--- config.mk ---
export PLATFORM = sky130hd
export DESIGN_NAME = cjk_fifo
export DESIGN_NICKNAME = d
export VERILOG_FILES = /design/src/core/cjk_sync_checker.sv
export SDC_FILE = /design/constraint.sdc
export NUM_CORES = 1
export LEC_CHECK = 0
export BUFFER_PORTS_ARGS = -buffer_cell sky130_fd_sc_hd__clkbuf_2
export CELL_PAD_IN_SITES_DETAIL_PLACEMENT = 1
export CELL_PAD_IN_SITES_GLOBAL_PLACEMENT = 1
export CORE_ASPECT_RATIO = 1.25
export CORE_MARGIN = 1
export CORE_UTILIZATION = 55
export DETAILED_ROUTE_END_ITERATION = 8
export GPL_TIMING_DRIVEN = 1
export PLACE_DENSITY = 0.83
export SETUP_SLACK_MARGIN = 0.02
export SLEW_MARGIN = 10
export SYNTH_ARGS = -nofsm -noshare
export SYNTH_HDL_FRONTEND = slang
export SYNTH_SLANG_ARGS = --single-unit
--- constraint.sdc ---
create_clock -name clk -period 5.55 [get_ports clk]
set_input_delay 0.555 -clock clk [delete_from_list [all_inputs] [get_ports clk]]
set_output_delay 0.555 -clock clk [all_outputs]
set_load 0.02 [all_outputs]
--- src/core/cjk_sync_checker.sv ---
// Cascade JK alignment, cascade-ready control, sync error flag and host FIFO
// Notes on behaviour
// Sender keeps frames at least three bytes.
// Sender frames up to 4500 bytes, JK..T/R/S.
// JK arrival skew across devices within 80ns.
// First JK passes to host, releases ready.
// At most two consecutive JK pairs presented.
// Cascade start high only after all release.
// Set sync error if start late.
// Peers raise cascade start within about 80ns.
// Corrupted JK may go unreported as error.
// Sender leaves eight idle pairs between frames.
// Works with four idle pairs between frames.
// Sixty-four eight-bit registers on control bus.
// Ready output is open drain, wired AND.
// Sender launches all streams together with JK.
// Host trusts data only after cascade start.

// ------------------------------------------------------------------------------
// Parameterised FIFO
// ------------------------------------------------------------------------------
module cjk_fifo #(
  parameter int WIDTH = 8,
  parameter int DEPTH = 8
) (
  input  wire logic             clk,
  input  wire logic             reset,
  input  wire logic             inValid,
  output logic                  inReady,
  input  wire logic [WIDTH-1:0] inData,
  output logic                  outValid,
  input  wire logic             outReady,
  output logic      [WIDTH-1:0] outData
);
  localparam int AW = $clog2(DEPTH);
  logic [WIDTH-1:0] mem [DEPTH];
  logic [AW:0]      wrPtr_q;
  logic [AW:0]      rdPtr_q;
  logic             full;
  logic             empty;

  assign full     = (wrPtr_q[AW] != rdPtr_q[AW]) && (wrPtr_q[AW-1:0] == rdPtr_q[AW-1:0]);
  assign empty    = (wrPtr_q == rdPtr_q);
  assign inReady  = !full;
  assign outValid = !empty;
  assign outData  = mem[rdPtr_q[AW-1:0]];

  always_ff @(posedge clk) begin
    if (inValid && !full) begin
      mem[wrPtr_q[AW-1:0]] <= inData;
    end
  end

  always_ff @(posedge clk) begin
    if (reset) begin
      wrPtr_q <= '0;
    end else if (inValid && !full) begin
      wrPtr_q <= wrPtr_q + 1'b1;
    end
  end

  always_ff @(posedge clk) begin
    if (reset) begin
      rdPtr_q <= '0;
    end else if (outReady && !empty) begin
      rdPtr_q <= rdPtr_q + 1'b1;
    end
  end

  fifo_bound_a: assert property (@(posedge clk) disable iff (reset)
    (wrPtr_q - rdPtr_q) <= (AW + 1)'(DEPTH))
    else $error("FIFO holds more words than its depth");
endmodule : cjk_fifo


==> impl_metrics.json <==
{
  "result_of_the_run": "finished, final reports clean",
  "pwr_density_cell_nw_per_um2": 331.3,
  "design_area_um2": 3551,
  "pre_repair_dr_iteration_count": 4,
  "synthesis.nets": 191,
  "antenna_found_initial": 0,
  "grt.overflow.total": 0,
  "crit_type": "reg2out",
  "numPortBuffers": 21,
  "flow.area_growth_from_synthesis_pct": 11.08,
  "crit_path_max_fanout": 12,
  "cts_resized": 0,
  "hpwl_um": 3931,
  "postSynthCellCount": 177,
  "crit_required_ps": 4990,
  "grt_max_degree": 20,
  "final_critical_path_setup_slack_ps": 2535,
  "period_needed_ps": 3015,
  "detailedPlace.worstSlack_ps": 2866,
  "critical_path.startpoint_type": "flip-flop",
  "num_clock_sinks": 75,
  "dieWidth_um": 70.19,
  "synth_async_sr_flop_share_pct": 0,
  "num-fill-cells": 496,
  "cap_violations": 0,
  "globalplace.congestion": 0.8153,
  "instances_no_fill": 270,
  "antenna_violating_nets_post_route": 0,
  "timing.final.crit_share_pct": 54.32,
  "nets": 215,
  "routed-via-count": 1631,
  "ys_top_cells_by_count": "64 x edfxtp_1, 16 x mux4_2, 11 x dfxtp_1, 11 x mux2_2, 6 x nor2b_1",
  "critical_path_arrival_ps": 2460,
  "synth_enable_flop_cells": 64,
  "floorplan.io_pins": 22,
  "drt_drc_violations_left": 0,
  "synth-warning-count": 0,
  "worst_slew_pin_slew_ps": 1114,
  "timing.setup.tns_ps": 0,
  "post_route_cells_drive_above_1_share_pct": 36.89,
  "std_cell_rows": 30,
  "avgSynthCellArea_um2": 18.06,
  "cell_type_with_the_highest_aggregate_area_in_the_netlist": "edfxtp_1",
  "reg2reg_setup_slack_ps": 2900,
  "clock_skew_ps": 9.316,
  "cts_buffers": 9,
  "vdd_drop_max_uv": 156.2,
  "place_area_um2": 3374,
  "power_leakage_nw": 1.191,
  "cts_hold_buf": 0,
  "final-hold-violation-count": 0,
  "tritoncts_clock_tree": "built",
  "detail_route.wirelength_um": 5908,
  "critPathCaptureType": "primary output",
  "clk_path_buf_depth": 2,
  "seq_area_frac_synth_pct": 67.01,
  "clock_insertion_delay_worst_skew_ps": 340,
  "placed_cells_incl_taps": 254,
  "regToRegStartpoint": "wrPtr_q[1]",
  "setup_violations": 0,
  "main_area_contributors_after_synthesis": "edfxtp_1 60%, mux4_2 11%, dfxtp_1 6.9%, mux2_2 3.9%, mux2i_1 1.6%",
  "hold_start": "inData[5]",
  "grt_first_pass_wirelength_um": 9556,
  "ys_seq_elements": 75,
  "yosys_most_used_dff": "edfxtp_1",
  "setup_fix_bufs_post_cts": 0,
  "fp.dieArea_um2": 6123,
  "htreeDepth": 3,
  "cts-root-buf": "clkbuf_8",
  "yosys.cell_types.count": 34,
  "clk_transition_reported_paths_ps": 70,
  "antennaDiodeCount": 0,
  "synth_most_common_cell": "edfxtp_1",
  "floorplan.initialDensity_pct": 57.94,
  "die_y_um": 87.24,
  "maxClockFrequency_mhz": 331.7,
  "timing.hold.worst.class": "in2reg",
  "netlist_area_um2": 3197,
  "detail_route.iter0.violations": 146,
  "final_max_slew_viol_count": 0,
  "worstSetupStartpoint": "wrPtr_q[1]",
  "slew_headroom_pct": 25.56,
  "gr-usage-all-layers_pct": 21.82,
  "routedWlPerCell_um": 21.88,
  "yosysTopAreaCellShare_pct": 60.12,
  "unrepaired_setup_endpoints_after_global_routing": "false",
  "first_global_vias": 1807,
  "core_area_um2": 5518,
  "drt-vias-per-instance": 6.041
}
cell type report:
type | instances | area, um^2 | share of cell area, %
Sequential cell | 75 | 2142 | 60.32
Tap cell | 64 | 80.08 | 2.255
Multi-Input combinational cell | 90 | 1030 | 29.00
Clock buffer | 9 | 123.9 | 3.488
Timing Repair Buffer | 24 | 127.6 | 3.594
Inverter | 1 | 3.754 | 0.1057
Clock inverter | 7 | 43.79 | 1.233
cells by family after synthesis:
family | Yosys count | synth area share [%]
mux | 35 | 18.00
flops | 75 | 67.01
buf+inv | 12 | 1.957
fa+ha+maj | 2 | 0.7827
simple gates | 39 | 7.436
compound gates | 6 | 2.035
xor+xnor | 8 | 2.779
state kept, by name (all words and copies together), names as in the netlist, named ones only:
| signal | flops |
|---|---|
| wrPtr_q | 4 |
| mem | 64 |
| rdPtr_q | 4 |
per-layer routing:
metal,part of all wire (%),up-vias,track usage (%)
met5,0,-,0
met4,1.0,0,8.364
met3,2.7,8,3.935
met2,55,26,39.34
met1,41,845,26.15
li1,-,752,-
final timing paths:
path,end,cells past startpoint
max,inReady,4
min reg2reg,rdPtr_q[1],2
max reg2reg,mem[7][7],3
min,mem[0][5],1
report_power, final:
part / total [W] / switching [W] / internal (W) / leakage, nW
clock: 0.000357 / 0.000196 / 0.000160 / 0.0868
combinational: 0.000160 / 0.0000766 / 0.0000835 / 0.433
sequential: 0.000660 / 0.0000313 / 0.000628 / 0.671
layout by cell type (no fill, tap or decap), types with 3 or more instances in the layout:
| master | Yosys | routed |
|---|---|---|
| xor2_1 | 3 | 3 |
| buf_4 | 1 | 3 |
| nand4_1 | 4 | 4 |
| clkbuf_8 | 0 | 9 |
| nand2b_1 | 5 | 5 |
| edfxtp_1 | 64 | 64 |
| nor2b_1 | 6 | 6 |
| clkbuf_2 | 0 | 21 |
| clkinv_2 | 0 | 3 |
| nand2_1 | 4 | 4 |
| nor2_1 | 5 | 5 |
| dfxtp_1 | 11 | 11 |
| mux4_2 | 16 | 16 |
| mux2_2 | 11 | 11 |
| mux2i_1 | 5 | 5 |
| xnor2_1 | 4 | 4 |
per-stage QoR:
stage                     util (%)  total power, W  hold slack [ps]
after global placement       61.16       0.0008243            579.4
final                        64.35        0.001176            488.0
after global routing         64.35        0.001223            493.3
after CTS                    64.20        0.001189            469.2
after floorplan                  -       0.0007872            536.9
after detailed placement     61.16       0.0008338            610.8
critical path: stages, from the launching register on:
cell      delay, ps
dfxtp_1         620
xor2_1          240
nor4_2          940
inv_1           130
clkbuf_2        200
Note: power is estimated with default switching activity, not from simulation.
